==> src/sdc_defines.vh <==
// Constants for the synthesizer divider configuration and test-select block
`ifndef SDC_DEFINES_VH
`define SDC_DEFINES_VH

// ****************************************
// Field widths and serial frame layout
// ****************************************
`define SDC_M_W        9
`define SDC_N_W        2
`define SDC_T_W        3
`define SDC_SR_W       14
`define SDC_SR_T_HI    13
`define SDC_SR_T_LO    11
`define SDC_SR_N_HI    10
`define SDC_SR_N_LO    9
`define SDC_SR_M_HI    8
`define SDC_SR_M_LO    0
`define SDC_SR_LAST    13

// ****************************************
// Reference pre-divide and output ratios
// ****************************************
`define SDC_REF_HALF   3'h3
`define SDC_CNT_W      9
`define SDC_NDIV2      9'h000
`define SDC_NDIV4      9'h001
`define SDC_NDIV8      9'h003
`define SDC_NDIV16     9'h007
`define SDC_N_CODE2    2'h0
`define SDC_N_CODE4    2'h1
`define SDC_N_CODE8    2'h2
`define SDC_N_CODE16   2'h3
`define SDC_DIV4_HALF  9'h001

// ****************************************
// Test-select codes
// ****************************************
`define SDC_T_SRLAST   3'h0
`define SDC_T_HIGH     3'h1
`define SDC_T_DIVIDED_REFERENCE     3'h2
`define SDC_T_MCNT     3'h3
`define SDC_T_SYNTH_CLOCK_OUT_N     3'h4
`define SDC_T_LOW      3'h5
`define SDC_T_BYPASS   3'h6
`define SDC_T_FOUT4    3'h7

// ****************************************
// Reset values
// ****************************************
`define SDC_M_RST      9'h0c8
`define SDC_N_RST      2'h0
`define SDC_T_RST      3'h0

`endif

==> src/sdc_core.v <==
// Divider configuration, serial/parallel load and test pin select
// Overview of operation
// - Crystal reference divided by eight before detector
// - Test field selects test pin source
// - Bypass feeds serial clock into both dividers
// - Bypass: output divider drives differential output
// - Test field takes nonzero codes only from serial stream
// - Parallel strobe low forces test field zero
// - Serial order: test, output, loop fields
// - Each field shifted most significant bit first
// - Loop counter test waveform not symmetric
// - Output code selects divide 2/4/8/16
// - Shift register advances on serial clock rise
// - Serial latches transparent while load high
// - Parallel load wins, captured on strobe rise
`default_nettype none
`include "sdc_defines.vh"

module sdc_core (
  input  wire       core_clk,
  input  wire       rst,
  input  wire       crystal_clk_en,
  input  wire       osc_clk_en,
  input  wire       ser_clk,
  input  wire       ser_data,
  input  wire       ser_load,
  input  wire       par_load_n,
  input  wire [8:0] par_m,
  input  wire [1:0] par_n,
  output reg        synth_clock_out,
  output reg        synth_clock_out_n,
  output reg        test_out,
  output reg        divided_reference,
  output reg        fb_to_detector,
  output reg  [8:0] loop_div_r,
  output reg  [1:0] out_div_r,
  output reg  [2:0] test_sel_r,
  output reg        bypass_r
);

  reg  [13:0] shift_r;
  reg         ser_clk_d_r;
  reg  [2:0]  ref_cnt_r;
  reg  [8:0]  m_cnt_r;
  reg         m_pulse_r;
  reg         synth_clock_out_n_d_r;
  wire        ser_rise;
  wire        bypass_sel;
  wire        step_src;
  wire        n_wrap;
  wire        n_out;
  wire        q_out;
  wire        q_step;
  reg  [8:0]  n_half;
  reg         test_nxt;

  // ****************************************
  // Edge detection of pins sampled on core_clk
  // ****************************************
  // Reset low matches the idle serial clock, so no false rise follows reset
  assign ser_rise = ser_clk & ~ser_clk_d_r;

  always @(posedge core_clk) begin
    if (rst) begin
      ser_clk_d_r <= 1'b0;
    end else begin
      ser_clk_d_r <= ser_clk;
    end
  end

  // ****************************************
  // Serial shift register
  // ****************************************
  // One bit per serial clock rise; first bit ends up at the top
  always @(posedge core_clk) begin
    if (rst) begin
      shift_r <= 14'h0000;
    end else if (ser_rise) begin
      shift_r <= {shift_r[`SDC_SR_W-2:0], ser_data};
    end
  end

  // ****************************************
  // Configuration latches
  // ****************************************
  // Latch modelled as a flop: follows while enabled, holds otherwise.
  // Parallel strobe low overrides any serial activity.
  always @(posedge core_clk) begin
    if (rst) begin
      loop_div_r <= `SDC_M_RST;
      out_div_r  <= `SDC_N_RST;
      test_sel_r <= `SDC_T_RST;
    end else if (!par_load_n) begin
      loop_div_r <= par_m;
      out_div_r  <= par_n;
      test_sel_r <= `SDC_T_SRLAST;
    end else if (ser_load) begin
      test_sel_r <= shift_r[`SDC_SR_T_HI:`SDC_SR_T_LO];
      out_div_r  <= shift_r[`SDC_SR_N_HI:`SDC_SR_N_LO];
      loop_div_r <= shift_r[`SDC_SR_M_HI:`SDC_SR_M_LO];
    end
  end

  // ****************************************
  // Bypass decode
  // ****************************************
  assign bypass_sel = (test_sel_r == `SDC_T_BYPASS);
  assign step_src   = bypass_sel ? ser_rise : osc_clk_en;

  always @(posedge core_clk) begin
    if (rst) begin
      bypass_r <= 1'b0;
    end else begin
      bypass_r <= bypass_sel;
    end
  end

  // ****************************************
  // Reference pre-divider by eight
  // ****************************************
  // Toggle every four crystal steps gives one output period per eight
  always @(posedge core_clk) begin
    if (rst) begin
      ref_cnt_r         <= 3'h0;
      divided_reference <= 1'b0;
    end else if (crystal_clk_en) begin
      if (ref_cnt_r >= `SDC_REF_HALF) begin
        ref_cnt_r         <= 3'h0;
        divided_reference <= ~divided_reference;
      end else begin
        ref_cnt_r <= ref_cnt_r + 3'h1;
      end
    end
  end

  // ****************************************
  // Loop counter
  // ****************************************
  // Single-step pulse per wrap: cheap, but the duty is not 50%
  always @(posedge core_clk) begin
    if (rst) begin
      m_cnt_r   <= 9'h000;
      m_pulse_r <= 1'b0;
    end else if (step_src) begin
      if (m_cnt_r + 9'h001 >= loop_div_r) begin
        m_cnt_r   <= 9'h000;
        m_pulse_r <= 1'b1;
      end else begin
        m_cnt_r   <= m_cnt_r + 9'h001;
        m_pulse_r <= 1'b0;
      end
    end
  end

  always @(posedge core_clk) begin
    if (rst) begin
      fb_to_detector <= 1'b0;
    end else begin
      fb_to_detector <= m_pulse_r;
    end
  end

  // ****************************************
  // Output divider ratio decode
  // ****************************************
  always @* begin
    case (out_div_r)
      `SDC_N_CODE2:  n_half = `SDC_NDIV2;
      `SDC_N_CODE4:  n_half = `SDC_NDIV4;
      `SDC_N_CODE8:  n_half = `SDC_NDIV8;
      `SDC_N_CODE16: n_half = `SDC_NDIV16;
      default:       n_half = `SDC_NDIV2;
    endcase
  end

  // Toggle divider keeps the output symmetric
  sdc_toggle_div u_ndiv (
    .core_clk  (core_clk),
    .rst       (rst),
    .step_en   (step_src),
    .half_cnt  (n_half),
    .div_out_r (n_out),
    .wrap_r    (n_wrap)
  );

  // Wrap fires on both halves; only the rising one marks a full output period
  assign q_step = n_wrap & n_out;

  // Output divided by four for the test pin
  sdc_toggle_div u_qdiv (
    .core_clk  (core_clk),
    .rst       (rst),
    .step_en   (q_step),
    .half_cnt  (`SDC_DIV4_HALF),
    .div_out_r (q_out),
    .wrap_r    ()
  );

  // ****************************************
  // Differential output
  // ****************************************
  // Same divider in both modes; only its step source changes
  always @(posedge core_clk) begin
    if (rst) begin
      synth_clock_out   <= 1'b0;
      synth_clock_out_n <= 1'b1;
      synth_clock_out_n_d_r          <= 1'b0;
    end else begin
      synth_clock_out   <= n_out;
      synth_clock_out_n <= ~n_out;
      synth_clock_out_n_d_r          <= n_out;
    end
  end

  // ****************************************
  // Test pin select
  // ****************************************
  always @* begin
    case (test_sel_r)
      `SDC_T_SRLAST: test_nxt = shift_r[`SDC_SR_LAST];
      `SDC_T_HIGH:   test_nxt = 1'b1;
      `SDC_T_DIVIDED_REFERENCE:   test_nxt = divided_reference;
      `SDC_T_MCNT:   test_nxt = m_pulse_r;
      `SDC_T_SYNTH_CLOCK_OUT_N:   test_nxt = synth_clock_out_n_d_r;
      `SDC_T_LOW:    test_nxt = 1'b0;
      `SDC_T_BYPASS: test_nxt = m_pulse_r;
      `SDC_T_FOUT4:  test_nxt = q_out;
      default:       test_nxt = 1'b0;
    endcase
  end

  always @(posedge core_clk) begin
    if (rst) begin
      test_out <= 1'b0;
    end else begin
      test_out <= test_nxt;
    end
  end

endmodule

`default_nettype wire

==> src/sdc_toggle_div.v <==
// Enable-driven toggle divider with programmable half period
`default_nettype none

module sdc_toggle_div (
  input  wire       core_clk,
  input  wire       rst,
  input  wire       step_en,
  input  wire [8:0] half_cnt,
  output reg        div_out_r,
  output reg        wrap_r
);

  reg [8:0] cnt_r;

  // ****************************************
  // Count input steps, toggle on terminal
  // ****************************************
  always @(posedge core_clk) begin
    if (rst) begin
      cnt_r     <= 9'h000;
      div_out_r <= 1'b0;
      wrap_r    <= 1'b0;
    end else begin
      wrap_r <= 1'b0;
      if (step_en) begin
        if (cnt_r >= half_cnt) begin
          cnt_r     <= 9'h000;
          div_out_r <= ~div_out_r;
          wrap_r    <= 1'b1;
        end else begin
          cnt_r <= cnt_r + 9'h001;
        end
      end
    end
  end

endmodule

`default_nettype wire

==> config.mk <==
export PLATFORM = sky130hd
export DESIGN_NAME = sdc_core
export DESIGN_NICKNAME = d
export VERILOG_FILES = /design/src/sdc_core.v /design/src/sdc_toggle_div.v
export VERILOG_INCLUDE_DIRS = /design/src /design/src/src
export SDC_FILE = /design/constraint.sdc
export NUM_CORES = 1
export LEC_CHECK = 0
export ABC_AREA = 1
export BUFFER_PORTS_ARGS = -buffer_cell sky130_fd_sc_hd__buf_4
export CORE_MARGIN = 8
export CORE_UTILIZATION = 45
export CTS_CLUSTER_DIAMETER = 40
export DETAILED_ROUTE_END_ITERATION = 12
export HOLD_SLACK_MARGIN = 0.12
export PLACE_DENSITY = 0.66
export SYNTH_ARGS = -nofsm -noshare
export SYNTH_HDL_FRONTEND = slang
export SYNTH_HIERARCHICAL = 1
export SYNTH_SLANG_ARGS = --single-unit
==> constraint.sdc <==
create_clock -name core_clk -period 1.9 [get_ports core_clk]
set_input_delay 0.38 -clock core_clk [delete_from_list [all_inputs] [get_ports core_clk]]
set_output_delay 0.38 -clock core_clk [all_outputs]
set_load 0.1 [all_outputs]
==> impl_metrics.csv, run 1 <==
group,metric,value,unit
cts,cts_tree,"built",
worst_setup_path,worst-r2r-cell-count,13,
worst_setup_path,critPathKind,"flip-flop to flip-flop",
worst_setup_path,r2r-end,"m_pulse_r",
worst_setup_path,r2r_start,"m_cnt_r[1]",
floorplan,fp.dieH,108,um
cts,cts_buffer_depth,2,
sta,setup_viol,8,
run,maxCapViolCount,0,
cts,root_buffer,"clkbuf_8",
final_layout,layout-drive-gt1-share,25.9,%
final_layout,seqCellArea,1420,um2
final_layout,nNetsFinal,649,
floorplan,die_x,108,um
worst_setup_path,regToRegSetupSlack,-0.07,ns
worst_setup_path,slowest_stage,"dfxtp_4",
floorplan,io_pins,39,
route,via_count,3337,
grt,grt_pass1_vias,3433,
outcome,status,"finished, violations left",
final_layout,num-fill-cells,774,
worst_setup_path,path_cells,"ha_4 -> nand2_4 -> nor2_4 -> xnor2_1 -> inv_1 -> ha_4 -> nand2_2 -> nor2_1 -> nand2_1 -> nand3_4 -> nand2_4 -> buf_4 -> a21oi_2",
sta,drv_slew,0,
worst_setup_path,cp_max_fo,5,
final_layout,diodes,0,
worst_setup_path,arrival,2.25,ns
floorplan,dieArea,11800,um2
floorplan,row_count,33,
cts,cts_htree_levels,3,
synth,ys_warn_count,6,
sta,min_period_over_period,103,%
sta,layout_setup_ws,-0.0660,ns
grt,grt_overflow_total,0,
route,drc,0,
cts,cts_inserted_buffers,9,
power,p_leak,2.26,nW
power,ir_worst_vdd,0.407,mV
worst_setup_path,max_stage_delay,0.37,ns
worst_hold_path,min_path_type,"input port to flip-flop",
worst_hold_path,hold_depth,3,
final_layout,utilization,58.4,%
sta,finClkSkew,0.00667,ns
grt,antenna_found_initial,0,
synth,syn_area_per_cell,7.24,um2
grt,track_usage,16.2,%
route,dr.pass1.iters,4,
worst_setup_path,worstPathRequired,2.18,ns
sta,setup_tns,-0.280,ns
place,portBuffers,38,
cts,path_clk_slew,0.08,ns
cts,ctsHoldBuffers,0,
sta,fin_crit,1.97,ns
final_layout,post-route-cell-area,4820,um2
sta,fmax,509,MHz
floorplan,core-area,8260,um2
cts,cts.sinks,69,
cts,insertion_delay,0.35,ns
sta,whs,0.241,ns
power,powerDensity,672,nW/um2
route,dr.first_iter.drc_count,82,
worst_setup_path,end_kind,"flip-flop",
grt,grt_max_degree,20,
place,place_congestion,0.833,
grt,grt_pass1_wl,15400,um
place,hpwl,6300,um
sta,hold_viol,0,
worst_hold_path,hold-path-endpoint,"ser_clk_d_r",
route,totalWireLength,8640,um
final_layout,multi_input_area,2330,um2
synth,postSynthCellCount,531,
worst_hold_path,hold_start,"ser_clk",
synth,netlist_area,3840,um2
place,post_dp_cell_area,4330,um2
place,pre_cts_ws,-0.0934,ns
route,viasPerCell,4.71,
route,drtAntennaViolNets,0,
floorplan,start_util,46.5,%
outcome,violations,"negative setup slack",
sta,grt_setup_unrepaired,"true",
worst_setup_path,cp-start-kind,"flip-flop",
route,wl_per_cell,12.2,um
final_layout,syn2layout_area_growth,25.4,%
## state kept, by name (all words and copies together) (netlist names)
signal / count
shift_r: 14
loop_div_r: 9
m_cnt_r: 9
u_ndiv/cnt_r: 9
u_qdiv/cnt_r: 9
ref_cnt_r: 3
test_sel_r: 3
out_div_r: 2
bypass_r: 1
divided_reference: 1
fb_to_detector: 1
m_pulse_r: 1
ser_clk_d_r: 1
synth_clock_out_n: 1
synth_clock_out_n_d_r: 1
test_out: 1
u_ndiv/div_out_r: 1
u_ndiv/wrap_r: 1
u_qdiv/div_out_r: 1
## where the power goes
group          switching (mW)  internal [mW]  total, mW  leakage [nW]
clock                   0.588          0.518       1.11        0.0893
combinational           0.392          0.187      0.579          1.60
sequential             0.0512           1.51       1.56         0.571
total                    1.03           2.21       3.24          2.26
## through the flow
stage	std cells	total power, mW
floorplan	544	1.97
global placement	684	2.10
detailed placement	684	2.11
CTS	704	3.25
global route	708	3.40
finish	708	3.24
## final cells by class
cell class | instances | share of cell area (%)
clock buffer | 10 | 2.86
tap | 105 | 2.73
clock inverter | 6 | 0.961
timing repair buffer | 52 | 8.33
inverter | 95 | 7.45
multi-input combinational | 371 | 48.3
sequential | 69 | 29.4
## critical path: cells and delay by family (launching register included)
kind,cells,cell delay [ns]
adder cells (fa/ha/maj),2,0.44
AO/OA/AOI/OAI,1,0.11
XOR/XNOR,1,0.14
AND/OR/NAND/NOR,7,0.60
flip-flops,1,0.37
buffers and inverters,2,0.25
## worst max path at each step
stage                       start               to  slack, ns
global placement       m_cnt_r[1]       m_cnt_r[1]      0.002
global route           m_cnt_r[1]        m_pulse_r      -0.17
detailed placement     m_cnt_r[1]       m_cnt_r[6]      -0.09
finish                 m_cnt_r[1]        m_pulse_r      -0.07
floorplan           test_sel_r[0]  u_ndiv/cnt_r[7]     -0.008
CTS                    m_cnt_r[1]       m_cnt_r[2]      -0.01
## cells in the final DEF, fill, tap and decap left out, drive strengths merged
master / count
a221oi: 1
xor2: 8
o211ai: 2
xnor2: 8
a211oi: 3
clkinvlp: 2
or2: 1
buf: 52
nand2: 127
nand3: 37
dfxtp: 69
a21oi: 27
nor2: 75
mux2i: 2
inv: 95
o221ai: 4
nand4: 3
ha: 32
conb: 15
o21ai: 23
clkinv: 4
nor3: 1
clkbuf: 10
a21o: 2
## layer usage
| layer | up-vias | track usage (%) | part of all wire [%] |
|---|---|---|---|
| li1 | 1776 | - | - |
| met1 | 1484 | 19.5 | 45 |
| met2 | 57 | 26.7 | 48 |
| met3 | 20 | 3.69 | 3.7 |
| met4 | 0 | 8.02 | 2.7 |
| met5 | - | 0 | 0 |
## what timing repair did
action	in CTS	in global routing
pin swaps	19	16
buffers inserted	2	4
setup endpoints to repair	10	10
gates cloned	2	0
gates resized for setup	37	17
Power figures use the tool's default switching activity.
==> inputs of run 2 (changes only) <==
--- a/config.mk
+++ b/config.mk
@@ -13,7 +13,7 @@
 export CTS_CLUSTER_DIAMETER = 40
 export DETAILED_ROUTE_END_ITERATION = 12
 export HOLD_SLACK_MARGIN = 0.12
-export PLACE_DENSITY = 0.66
+export PLACE_DENSITY_LB_ADDON = 0.15
 export SYNTH_ARGS = -nofsm -noshare
 export SYNTH_HDL_FRONTEND = slang
 export SYNTH_HIERARCHICAL = 1
==> run 2 against run 1 <==
  * The run still ends with negative setup slack left
  * Clock power increased by 21%
  * Global-route usage decreased by 0.93 points
  * Clock skew about the same
  * Die area unchanged
  * Fmax decreased by 2.0%
  * Sequential power about the same
  * Design area increased by 2.0%
  * Non-clock buffer count increased by 6
  * Critical path type unchanged
  * Critical endpoint is now m_cnt_r[3]
  * Highest routed layer unchanged
==> impl_metrics.csv, run 2 (synthesis results as in run 1) <==
group,metric,value,unit
outcome,status,"finished, violations left",
outcome,violations,"negative setup slack",
worst_setup_path,path_common_cell,"nand2_4",
floorplan,start_util,46.5,%
final_layout,largest_reg_flops,14,
power,power.share.switching,29.0,%
final_layout,syn2layout_area_growth,27.9,%
worst_setup_path,arrival,2.23,ns
cts,cts_inserted_buffers,9,
worst_hold_path,min_path_type,"input port to flip-flop",
run,maxCapViolCount,0,
grt,grt_overflow_total,0,
place,place_congestion,0.800,
final_layout,layout-drive-gt1-share,28.6,%
cts,path_clk_slew,0.08,ns
grt,grt_pass1_vias,3212,
power,p_leak,2.30,nW
floorplan,fp.dieH,108,um
worst_setup_path,slowest_stage,"dfxtp_2",
cts,cts_htree_levels,3,
sta,setup_tns,-0.846,ns
worst_setup_path,path_cells,"buf_6 -> nand2_4 -> nor2_4 -> buf_4 -> nand3_2 -> nand2_2 -> inv_2 -> ha_4 -> nand2_4 -> nor2_2 -> nand2_4 -> nand3_2 -> a21oi_2",
floorplan,core-area,8260,um2
sta,setup_viol,10,
place,pre_cts_ws,-0.118,ns
power,p_clk_share,38.5,%
sta,fin_crit,2.01,ns
floorplan,die_x,108,um
route,totalWireLength,8920,um
sta,grt_setup_unrepaired,"true",
cts,root_buffer,"clkbuf_8",
grt,grt_max_degree,20,
power,p_comb_share,16.8,%
final_layout,nNetsFinal,654,
worst_setup_path,end_kind,"flip-flop",
route,dr.pass1.iters,4,
power,p_switching,1.01,mW
sta,fmax,499,MHz
sta,min_period_over_period,106,%
route,dr.first_iter.drc_count,101,
floorplan,io_pins,39,
worst_setup_path,max_stage_delay,0.37,ns
worst_setup_path,critPathKind,"flip-flop to flip-flop",
sta,hold_viol,0,
worst_setup_path,cp_max_fo,5,
floorplan,row_count,33,
sta,layout_setup_ws,-0.106,ns
final_layout,final_cell_mix,"nand2_1, inv_1, nor2_1",
cts,cts_tree,"built",
final_layout,post-route-cell-area,4910,um2
route,drc,0,
grt,antenna_found_initial,0,
place,portBuffers,38,
worst_setup_path,worstPathRequired,2.12,ns
final_layout,diodes,0,
grt,grt_pass1_wl,14400,um
route,wl_per_cell,12.5,um
place,hpwl,6350,um
worst_setup_path,crit_family,"simple AND/OR/NAND/NOR gates",
sta,drv_slew,0,
power,p_seq_share,44.7,%
power,ir_worst_vdd,0.486,mV
worst_setup_path,cp-start-kind,"flip-flop",
sta,finClkSkew,0.00660,ns
route,via_count,3399,
grt,track_usage,15.3,%
place,post_dp_cell_area,4330,um2
cts,cts.sinks,69,
worst_setup_path,crit_buf_inv,3,
final_layout,final_common_cell,"nand2_1",
route,viasPerCell,4.77,
cts,insertion_delay,0.34,ns
power,powerDensity,708,nW/um2
route,drtAntennaViolNets,0,
cts,cts_buffer_depth,2,
final_layout,regMostFlops,"shift_r",
floorplan,dieArea,11800,um2
power,p_int,2.47,mW
-- run 2: power groups by stage --
stage	registers, mW	logic (mW)	clock network [mW]
after floorplan	1.73	0.241	0
after global placement	1.59	0.520	0
after detailed placement	1.59	0.529	0
after CTS	1.55	0.562	1.38
after global routing	1.56	0.639	1.44
final	1.56	0.585	1.34
-- run 2: path summary, 6_finish.rpt --
check                   startpoint                end  slack [ns]  cells after the start
hold / removal            par_m[3]      loop_div_r[3]        0.26                      3
setup / recovery        m_cnt_r[1]         m_cnt_r[3]       -0.11                     13
setup reg to reg        m_cnt_r[1]         m_cnt_r[3]       -0.11                     13
hold reg to reg   u_ndiv/div_out_r  synth_clock_out_n        0.47                      1
-- run 2: worst reg2reg max path, stage by stage (launching register included) --
cell	delay, ns
dfxtp_2	0.37
buf_6	0.11
nand2_4	0.05
nor2_4	0.11
buf_4	0.13
nand3_2	0.08
nand2_2	0.08
inv_2	0.06
ha_4	0.27
nand2_4	0.04
nor2_2	0.29
nand2_4	0.15
nand3_2	0.11
a21oi_2	0.05
-- run 2: what timing repair did --
| action | in CTS | in global routing |
|---|---|---|
| setup buffers | 8 | 4 |
| resized for setup | 31 | 34 |
| hold buffers | 0 | 0 |
| pin swaps | 12 | 10 |
| cloned | 1 | 0 |
| setup endpoints to repair | 10 | 10 |
-- run 2: metal layers --
metal	wire (um)	track usage, %	vias up
li1	-	-	1791
met5	0	0	-
met4	198	6.35	0
met3	323	3.27	17
met2	4500	26.7	56
met1	3900	17.6	1535
-- run 2: through the flow --
step / std cells / total power, mW / hold slack (ns) / utilization, %
final: 713 / 3.48 / 0.263 / 59.5
after global routing: 713 / 3.65 / 0.274 / 59.5
after global placement: 684 / 2.11 / 0.453 / 52.4
after floorplan: 544 / 1.97 / 0.413 / -
after CTS: 709 / 3.50 / 0.246 / 57.5
after detailed placement: 684 / 2.12 / 0.464 / 52.4
-- run 2: final cells by class --
class                           instances  area [um2]
Clock buffer                           10         138
Clock inverter                          6        86.3
Fill cell                             757        3340
Inverter                               95         357
Multi-Input combinational cell        370        2340
Sequential cell                        69        1410
Tap cell                              105         131
Timing Repair Buffer                   58         454
